==> src/pkg/wwd_pkg.sv <==
// Constants, register map and state types for the windowed watchdog.
// Assumes a 100 MHz mclk and the configuration word presented on pins at reset.
package wwd_pkg;

    // ************************************************************
    // Clock and reference rates
    // ************************************************************
    localparam int CLK_HZ = 100_000_000;
    localparam int MF_HZ = 31_250;
    localparam int LF_HZ = 31_000;
    localparam int MF_DIV_CYCLES = CLK_HZ / MF_HZ;
    localparam int LF_DIV_CYCLES = CLK_HZ / LF_HZ;

    // ************************************************************
    // Configuration word fields
    // ************************************************************
    localparam int CFG_W = 14;
    localparam int CCS_LSB = 11;
    localparam int CWS_LSB = 8;
    localparam int SPARE_BIT = 7;
    localparam int TE_LSB = 5;
    localparam int CPS_LSB = 0;
    localparam logic [13:0] CFG_RESET = 14'h0fff;
    localparam logic [2:0] CCS_SOFT = 3'h7;
    localparam logic [2:0] CCS_MF = 3'h1;
    localparam logic [2:0] CCS_LF = 3'h0;
    localparam logic [2:0] CWS_OPEN = 3'h7;
    localparam logic [2:0] CWS_OPEN_ALT = 3'h6;
    localparam logic [1:0] TE_ALWAYS = 2'h3;
    localparam logic [1:0] TE_AWAKE = 2'h2;
    localparam logic [1:0] TE_SOFT = 2'h1;
    localparam logic [1:0] TE_OFF = 2'h0;
    localparam logic [4:0] CPS_MAX = 5'h12;
    localparam int PERIOD_LOG_MIN = 5;
    localparam int CNT_W = 24;

    // ************************************************************
    // Register map (byte addresses)
    // ************************************************************
    localparam logic [7:0] ADDR_CTRL = 8'h00;
    localparam logic [7:0] ADDR_CLEAR = 8'h04;
    localparam logic [7:0] ADDR_STATUS = 8'h08;
    localparam logic [7:0] ADDR_IRQ_ST = 8'h0c;
    localparam logic [7:0] ADDR_IRQ_MASK = 8'h10;
    localparam logic [7:0] ADDR_COUNT = 8'h14;
    localparam logic [7:0] ADDR_CONFIG = 8'h18;
    localparam int CTRL_SEN = 0;
    localparam int CTRL_CS_LSB = 1;
    localparam int CTRL_WIN_LSB = 4;
    localparam logic [2:0] SW_CS_RESET = 3'h1;
    localparam logic [1:0] IRQ_RESET = 2'h0;
    localparam int IRQ_TIMEOUT = 0;
    localparam int IRQ_WINDOW = 1;
    // Clear key: arbitrary value
    localparam logic [7:0] CLEAR_KEY = 8'h5c;

    // ************************************************************
    // Carriers
    // ************************************************************
    typedef struct packed {
        logic psel;
        logic penable;
        logic pwrite;
        logic [7:0] paddr;
        logic [31:0] pwdata;
    } wwd_apb_req_t;

    typedef struct packed {
        logic ref_mf;
        logic running;
        logic [2:0] window;
        logic window_sw_ctrl;
        logic keyed_access;
    } wwd_cfg_out_t;

    typedef struct packed {
        logic loaded;
        logic [13:0] cfg;
        logic wdog_software_enable;
        logic [2:0] sw_cs;
        logic [2:0] sw_win;
        logic [1:0] irq_st;
        logic [1:0] irq_mask;
        logic [23:0] count;
        logic [31:0] rdata;
        logic slverr;
        logic rst_pulse;
        wwd_cfg_out_t outs;
    } wwd_state_t;

endpackage

==> src/rtl/wwd_sync.sv <==
// Three-stage synchroniser with agreement filter for one pin input.
// Assumes the pin is asynchronous to mclk.
`timescale 1ns/1ps
module wwd_sync (
    // Clock and reset
    input wire logic mclk,
    input wire logic reset_n,
    // Pin and synchronised level
    input wire logic pin_in,
    output logic level_out
);
    typedef struct packed {
        logic s1;
        logic s2;
        logic s3;
        logic lvl;
    } wwd_sync_t;

    wwd_sync_t st_q;
    wwd_sync_t st_d;

    always_comb begin
        st_d = st_q;
        st_d.s1 = pin_in;
        st_d.s2 = st_q.s1;
        st_d.s3 = st_q.s2;
        if (st_q.s2 == st_q.s3) begin
            st_d.lvl = st_q.s3;
        end
    end

    always_ff @(posedge mclk or negedge reset_n) begin
        if (!reset_n) begin
            st_q <= '0;
        end else begin
            st_q <= st_d;
        end
    end

    assign level_out = st_q.lvl;
endmodule

==> src/rtl/wwd_tick_gen.sv <==
// Reference tick generator: one mclk pulse per period of the chosen oscillator.
// Assumes mclk at the rate given in the package.
`timescale 1ns/1ps
module wwd_tick_gen (
    // Clock and reset
    input wire logic mclk,
    input wire logic reset_n,
    // Source choice and tick
    input wire logic sel_mf,
    output logic tick
);
    localparam logic [11:0] MF_LAST = 12'(wwd_pkg::MF_DIV_CYCLES - 1);
    localparam logic [11:0] LF_LAST = 12'(wwd_pkg::LF_DIV_CYCLES - 1);

    typedef struct packed {
        logic [11:0] div;
        logic tick;
    } wwd_tick_t;

    wwd_tick_t st_q;
    wwd_tick_t st_d;
    logic [11:0] last;

    always_comb begin
        last = sel_mf ? MF_LAST : LF_LAST;
        st_d = st_q;
        st_d.tick = 1'b0;
        if (st_q.div >= last) begin
            st_d.div = 12'h000;
            st_d.tick = 1'b1;
        end else begin
            st_d.div = st_q.div + 12'h001;
        end
    end

    always_ff @(posedge mclk or negedge reset_n) begin
        if (!reset_n) begin
            st_q <= '0;
        end else begin
            st_q <= st_d;
        end
    end

    assign tick = st_q.tick;
endmodule

==> src/rtl/wwd_top.sv <==
// Windowed watchdog: configuration word decode, counter, window check, APB registers.
// Assumes the configuration word pins are stable around reset and the sleep pin is asynchronous.
//
// Functional notes
// - Clock code 111 hands choice to software
// - Clock code 001 selects medium oscillator
// - Clock code 000 selects low oscillator
// - Window codes 111 and 110 fully open
// - Lower window codes delay opening by eighths
// - Open codes allow software window, no key
// - Enable code 11 runs always, even sleeping
// - Enable code 10 stops during sleep
// - Enable code 01 follows software enable
// - Enable code 00 keeps watchdog off
// - Spare configuration bit 7 reads one
`timescale 1ns/1ps
module wwd_top (
    // Clock and reset
    input wire logic mclk,
    input wire logic reset_n,
    // APB slave
    input wire logic psel,
    input wire logic penable,
    input wire logic pwrite,
    input wire logic [7:0] paddr,
    input wire logic [31:0] pwdata,
    output logic [31:0] prdata,
    output logic pready,
    output logic pslverr,
    // Configuration word and run state
    input wire logic [13:0] third_configuration_word,
    input wire logic sleep_pin,
    // Watchdog outputs
    output logic wdog_ref_mf,
    output logic wdog_running,
    output logic [2:0] wdog_window,
    output logic wdog_window_sw_ctrl,
    output logic wdog_keyed_access,
    output logic wdog_reset,
    output logic irq
);
    // ************************************************************
    // Decode functions
    // ************************************************************
    function automatic logic [2:0] win_value(input logic [2:0] code);
        win_value = (code == wwd_pkg::CWS_OPEN_ALT) ? wwd_pkg::CWS_OPEN : code;
    endfunction

    function automatic logic clk_is_mf(input logic [2:0] code);
        clk_is_mf = (code != wwd_pkg::CCS_LF);
    endfunction

    function automatic logic [23:0] period_last(input logic [4:0] ps);
        logic [4:0] p;
        logic [23:0] one;
        p = (ps > wwd_pkg::CPS_MAX) ? wwd_pkg::CPS_MAX : ps;
        one = 24'h000001;
        period_last = (one << (p + 5'(wwd_pkg::PERIOD_LOG_MIN))) - one;
    endfunction

    // ************************************************************
    // Sub-blocks
    // ************************************************************
    wwd_pkg::wwd_state_t st_q;
    wwd_pkg::wwd_state_t st_d;
    wwd_pkg::wwd_apb_req_t req;
    logic sleeping;
    logic tick;

    wwd_sync u_sleep_sync (
        .mclk(mclk),
        .reset_n(reset_n),
        .pin_in(sleep_pin),
        .level_out(sleeping)
    );

    wwd_tick_gen u_tick (
        .mclk(mclk),
        .reset_n(reset_n),
        .sel_mf(st_q.outs.ref_mf),
        .tick(tick)
    );

    assign req = '{psel: psel, penable: penable, pwrite: pwrite, paddr: paddr, pwdata: pwdata};

    // ************************************************************
    // Next-state logic
    // ************************************************************
    logic [2:0] ccs;
    logic [2:0] cws;
    logic [1:0] te;
    logic [4:0] cps;
    logic [2:0] win;
    logic open_code;
    logic [23:0] last;
    logic [23:0] delay;
    logic setup;
    logic wr;
    logic mapped;
    logic clear_ok;
    logic [1:0] irq_set;
    logic [1:0] irq_clr;
    logic [13:0] cfg_read;

    always_comb begin
        st_d = st_q;
        ccs = st_q.cfg[wwd_pkg::CCS_LSB +: 3];
        cws = st_q.cfg[wwd_pkg::CWS_LSB +: 3];
        te = st_q.cfg[wwd_pkg::TE_LSB +: 2];
        cps = st_q.cfg[wwd_pkg::CPS_LSB +: 5];
        open_code = (win_value(cws) == wwd_pkg::CWS_OPEN);
        win = open_code ? win_value(st_q.sw_win) : win_value(cws);
        last = period_last(cps);
        delay = 24'h000000;
        if (win != wwd_pkg::CWS_OPEN) begin
            delay = ((last + 24'h000001) >> 3) * 24'(3'h7 - win);
        end
        setup = req.psel && !req.penable;
        wr = req.psel && req.penable && req.pwrite;
        irq_set = 2'b00;
        irq_clr = 2'b00;
        clear_ok = 1'b0;
        cfg_read = st_q.cfg;
        cfg_read[wwd_pkg::SPARE_BIT] = 1'b1;

        // Strap capture on first edge after reset release
        if (!st_q.loaded) begin
            st_d.loaded = 1'b1;
            st_d.cfg = third_configuration_word;
        end

        // Derived configuration outputs
        if (ccs == wwd_pkg::CCS_SOFT) begin
            st_d.outs.ref_mf = clk_is_mf(st_q.sw_cs);
        end else if (ccs == wwd_pkg::CCS_LF) begin
            st_d.outs.ref_mf = 1'b0;
        end else begin
            st_d.outs.ref_mf = 1'b1;
        end
        unique case (te)
            wwd_pkg::TE_ALWAYS: st_d.outs.running = 1'b1;
            wwd_pkg::TE_AWAKE: st_d.outs.running = !sleeping;
            wwd_pkg::TE_SOFT: st_d.outs.running = st_q.wdog_software_enable;
            wwd_pkg::TE_OFF: st_d.outs.running = 1'b0;
        endcase
        st_d.outs.window = win;
        st_d.outs.window_sw_ctrl = open_code;
        st_d.outs.keyed_access = !open_code;

        // Counter and expiry
        st_d.rst_pulse = 1'b0;
        if (!st_q.outs.running) begin
            st_d.count = 24'h000000;
        end else if (tick) begin
            if (st_q.count >= last) begin
                st_d.count = 24'h000000;
                st_d.rst_pulse = 1'b1;
                irq_set[wwd_pkg::IRQ_TIMEOUT] = 1'b1;
            end else begin
                st_d.count = st_q.count + 24'h000001;
            end
        end

        // Register writes
        if (wr) begin
            unique case (req.paddr)
                wwd_pkg::ADDR_CTRL: begin
                    st_d.wdog_software_enable = req.pwdata[wwd_pkg::CTRL_SEN];
                    st_d.sw_cs = req.pwdata[wwd_pkg::CTRL_CS_LSB +: 3];
                    if (open_code) begin
                        st_d.sw_win = req.pwdata[wwd_pkg::CTRL_WIN_LSB +: 3];
                    end
                end
                wwd_pkg::ADDR_CLEAR: begin
                    clear_ok = open_code || (req.pwdata[7:0] == wwd_pkg::CLEAR_KEY);
                end
                wwd_pkg::ADDR_IRQ_ST: irq_clr = req.pwdata[1:0];
                wwd_pkg::ADDR_IRQ_MASK: st_d.irq_mask = req.pwdata[1:0];
                default: begin
                end
            endcase
        end
        if (clear_ok && st_q.outs.running) begin
            st_d.count = 24'h000000;
            if (st_q.count < delay) begin
                st_d.rst_pulse = 1'b1;
                irq_set[wwd_pkg::IRQ_WINDOW] = 1'b1;
            end
        end
        st_d.irq_st = (st_q.irq_st & ~irq_clr) | irq_set;

        // Read data captured in the setup cycle
        if (setup) begin
            mapped = 1'b1;
            st_d.rdata = 32'h00000000;
            unique case (req.paddr)
                wwd_pkg::ADDR_CTRL: begin
                    st_d.rdata[wwd_pkg::CTRL_SEN] = st_q.wdog_software_enable;
                    st_d.rdata[wwd_pkg::CTRL_CS_LSB +: 3] = st_q.sw_cs;
                    st_d.rdata[wwd_pkg::CTRL_WIN_LSB +: 3] = st_q.sw_win;
                end
                wwd_pkg::ADDR_CLEAR: st_d.rdata = 32'h00000000;
                wwd_pkg::ADDR_STATUS: st_d.rdata[7:0] = {1'b0, st_q.outs};
                wwd_pkg::ADDR_IRQ_ST: st_d.rdata[1:0] = st_q.irq_st;
                wwd_pkg::ADDR_IRQ_MASK: st_d.rdata[1:0] = st_q.irq_mask;
                wwd_pkg::ADDR_COUNT: st_d.rdata[23:0] = st_q.count;
                wwd_pkg::ADDR_CONFIG: st_d.rdata[13:0] = cfg_read;
                default: mapped = 1'b0;
            endcase
            st_d.slverr = !mapped || (req.paddr[1:0] != 2'b00);
        end else begin
            mapped = 1'b0;
        end
    end

    // ************************************************************
    // State register
    // ************************************************************
    always_ff @(posedge mclk or negedge reset_n) begin
        if (!reset_n) begin
            st_q <= '0;
            st_q.cfg <= wwd_pkg::CFG_RESET;
            st_q.sw_cs <= wwd_pkg::SW_CS_RESET;
            st_q.sw_win <= wwd_pkg::CWS_OPEN;
            st_q.irq_st <= wwd_pkg::IRQ_RESET;
            st_q.irq_mask <= wwd_pkg::IRQ_RESET;
            st_q.outs.ref_mf <= 1'b1;
            st_q.outs.window <= wwd_pkg::CWS_OPEN;
            st_q.outs.window_sw_ctrl <= 1'b1;
        end else begin
            st_q <= st_d;
        end
    end

    // ************************************************************
    // Outputs
    // ************************************************************
    assign prdata = st_q.rdata;
    assign pready = 1'b1;
    assign pslverr = psel && penable && st_q.slverr;
    assign wdog_ref_mf = st_q.outs.ref_mf;
    assign wdog_running = st_q.outs.running;
    assign wdog_window = st_q.outs.window;
    assign wdog_window_sw_ctrl = st_q.outs.window_sw_ctrl;
    assign wdog_keyed_access = st_q.outs.keyed_access;
    assign wdog_reset = st_q.rst_pulse;
    assign irq = |(st_q.irq_st & st_q.irq_mask);
endmodule

==> config.mk <==
export PLATFORM = sky130hd
export DESIGN_NAME = wwd_top
export DESIGN_NICKNAME = d
export VERILOG_FILES = /design/src/pkg/wwd_pkg.sv /design/src/rtl/wwd_sync.sv /design/src/rtl/wwd_tick_gen.sv /design/src/rtl/wwd_top.sv
export SDC_FILE = /design/constraint.sdc
export NUM_CORES = 1
export LEC_CHECK = 0
export BUFFER_PORTS_ARGS = -buffer_cell sky130_fd_sc_hd__buf_2
export CORE_UTILIZATION = 55
export DETAILED_ROUTE_END_ITERATION = 8
export GPL_ROUTABILITY_DRIVEN = 0
export HOLD_SLACK_MARGIN = 0.03
export PLACE_DENSITY = 0.84
export SLEW_MARGIN = 40
export SYNTH_ARGS = -nofsm -noshare
export SYNTH_HDL_FRONTEND = slang
export SYNTH_SLANG_ARGS = --single-unit
==> constraint.sdc <==
create_clock -name mclk -period 5.3 [get_ports mclk]
set_input_delay 0.53 -clock mclk [delete_from_list [all_inputs] [get_ports mclk]]
set_output_delay 0.53 -clock mclk [all_outputs]
set_load 0.03 [all_outputs]
==> results.yml <==
run_status:
  status: "finished with violations"
  violations: "setup timing"
die:
  die_y_um: 129
  dieWidth_um: 129
  die_area_mm2: 0.0166
  start_util: 0.561
  fp-row-count: 46
  coreArea_mm2: 0.0158
  io_pins: 103
critical_path:
  r2r_setup_slack_ns: -0.03
  worst_ep_required_time_ns: 5.54
  arrival_ns: 5.57
  regToRegEndpoint: "st_q[68]$_DFF_PN0_"
  worstSetupStartpointType: "flop"
  cp-end-kind: "flop"
  crit-reg2reg-launch: "cfg_read[4]$_DFFE_PN1N_"
  rr_worst_depth: 26
  worstSetupPathType: "flop to flop"
  crit_fanout: 7
  cp-startpoint: "cfg_read[4]$_DFFE_PN1N_"
timing:
  setup_slack_ns: -0.0315
  timing.hold.ws_ns: 0.0605
  max_freq_mhz: 188
  setup_viol: 2
  relSlewSlack: 0.432
  period_minus_slack_ns: 5.33
  hold_viol_final: 0
  min_period_over_period: 1.01
  drv_slew: 0
  worst_pin_slew_ns: 0.850
  rsz0062_at_grt: "true"
  fin_worst_skew_ns: 0.00813
clock_tree:
  cts_root_buffer: "clkbuf_16"
  htree_levels: 3
  cts.sinks: 99
  numCtsBuffers: 9
  clk_pin_slew_ns: 0.07
  cts_tree: "done"
  cts.path.max_buffers: 2
  insertion_delay_ns: 0.35
yosys:
  ys.flop_type: "dfrtp_1"
  synthCells: 1061
  synthArstFlopShare: 1.00
  synth_cell_types: 71
  syn_area_per_cell_um2: 8.36
  synth_seq_cells: 99
  synth_edf_count: 0
  yosys_warnings: 0
  yosysTopAreaCellShare: 0.223
  yosysTopAreaCell: "dfrtp_1"
  synth_area_mm2: 0.00887
  synth-seq-area-share: 0.282
  synth_area_leaders: "dfrtp_1, ha_1, dfstp_2, nor2_1, nand2_1"
pwr:
  leakagePower_uw: 0.00519
  ir_drop_mv: 0.244
  p_per_area_mw_per_mm2: 292
grt:
  overflow: 0
  grt_use_total: 0.278
  grt_pass1_wl_mm: 36.2
  grt_pass1_vias: 7741
  antenna_found_initial: 0
  grt_max_degree: 77
cells_and_area:
  instances_no_fill: 1380
  layout_common_cells: "nor2_1, nand2_1, ha_1, inv_1, dfrtp_1"
  final_common_cell: "nor2_1"
  drive_gt1_frac: 0.239
  antenna_cells_inserted: 0
  area_growth_pct: 17.8
  nets: 1340
  final_util: 0.661
flow_run:
  maxCapViolations: 0
drt:
  routedWlPerCell_um: 16.6
  via_per_inst: 5.79
  drt_wl_total_mm: 22.9
  drtPass1Iterations: 7
  final_antenna_net_count: 0
  drc_errors: 0
  drt_iter0_markers: 783
  dr_total_vias: 7990
min_path:
  hp-class: "input port to async pin"
placed_design:
  io_buffer_count: 68
  dp_hpwl_mm: 16.8
  dp.cells: 1360
area by class of cell:
cell class	instances	area [µm²]
tap	216	270
inverter	92	345
sequential	99	2500
fill	1174	5370
timing repair buffer	148	983
multi-input combinational	809	6050
clock inverter	6	73.8
clock buffer	10	229
power by group:
group	total [µW]	switching (µW)	leakage, µW	internal (µW)
clock	672	300	0.000141	372
combinational	1570	880	0.00378	685
sequential	816	29.3	0.00127	786
total	3050	1210	0.00519	1840
how the worst max path moves through the flow:
stage,cells past startpoint,slack (ns),endpoint
after CTS,27,0.0004,wdog_reset$_DFF_PN0_
after global placement,23,-0.15,wdog_reset$_DFF_PN0_
after floorplan,24,0.21,st_q[68]$_DFF_PN0_
after detailed placement,23,-0.37,wdog_reset$_DFF_PN0_
after global routing,26,-0.31,st_q[68]$_DFF_PN0_
final,26,-0.03,st_q[68]$_DFF_PN0_
timing repair:
| item | in CTS | in global routing |
|---|---|---|
| hold buffers | 0 | 0 |
| buffers inserted | 1 | 3 |
| gates resized for setup | 24 | 59 |
| pin swaps | 10 | 45 |
| gates cloned | 0 | 0 |
| endpoints found under the setup margin | 2 | 2 |
| endpoints found under the hold margin | 0 | 0 |
synth_stat cells, drive strengths merged (9+ instances only):
library cell  count
mux2             25
and3             14
clkbuf           30
inv              91
dfrtp            79
a22oi            12
a21oi            52
nor2b            10
fa               19
o21a              9
nand4            11
xnor2            17
or2              11
nand2b           23
o21ai            57
a21o             15
nor2            124
mux2i            10
nor4             11
ha              102
dfstp            20
nor3             17
nand2           115
xor2             23
nand3            40
buf              48
cell families after synthesis:
kind of cell,after synthesis,share of synthesized area
flops,99,0.282
fa+ha+maj,122,0.188
compound gates,194,0.140
other cells,2,0.000846
mux,37,0.0481
simple gates,397,0.211
buf+inv,170,0.0897
xor+xnor,40,0.0403
state kept, by name, summed over array words and instances (netlist names), 2 cells and up:
register / flops
ccs: 3
cfg_read: 10
prdata: 24
st_q: 37
u_sleep_sync.st_d: 2
u_tick.st_q: 12
wdog_window: 3
per-stage QoR:
| stage | area, µm² | TNS, ns | setup slack [ns] | total power, µW |
|---|---|---|---|---|
| floorplan | 8940 | 0 | 0.209 | 1670 |
| global placement | 9700 | -0.288 | -0.147 | 2070 |
| detailed placement | 9700 | -0.733 | -0.370 | 2120 |
| CTS | 10100 | 0 | 0.000426 | 2840 |
| global route | 10500 | -0.598 | -0.307 | 3240 |
| finish | 10500 | -0.0610 | -0.0315 | 3050 |
worst max-delay path, stage by stage, from the launching register on:
cell and delay (ns):
dfstp_2 0.57, or2_4 0.17, buf_12 0.12, inv_1 0.05, nand2_1 0.06, o21ai_0 0.07
a31oi_1 0.28, nor2_1 0.10, ha_1 0.29, inv_1 0.05, fa_1 0.56, inv_1 0.09
ha_4 0.27, a21oi_4 0.17, nand3_2 0.15, o22a_1 0.26, o311ai_4 0.11, buf_6 0.15
o21ai_4 0.07, o41ai_2 0.33, mux2i_1 0.15, ha_1 0.31, nand4_1 0.18, a2111oi_4 0.36
a211oi_2 0.13, o21ai_2 0.11, nand2_1 0.08
per-layer routing:
metal	GRT usage	vias up	wire, µm
li1	-	3794	-
met1	0.353	3826	9790
met2	0.476	316	11000
met3	0.0388	54	1420
met4	0.114	0	693
met5	0	-	0
(Power assumes the default switching activity.)
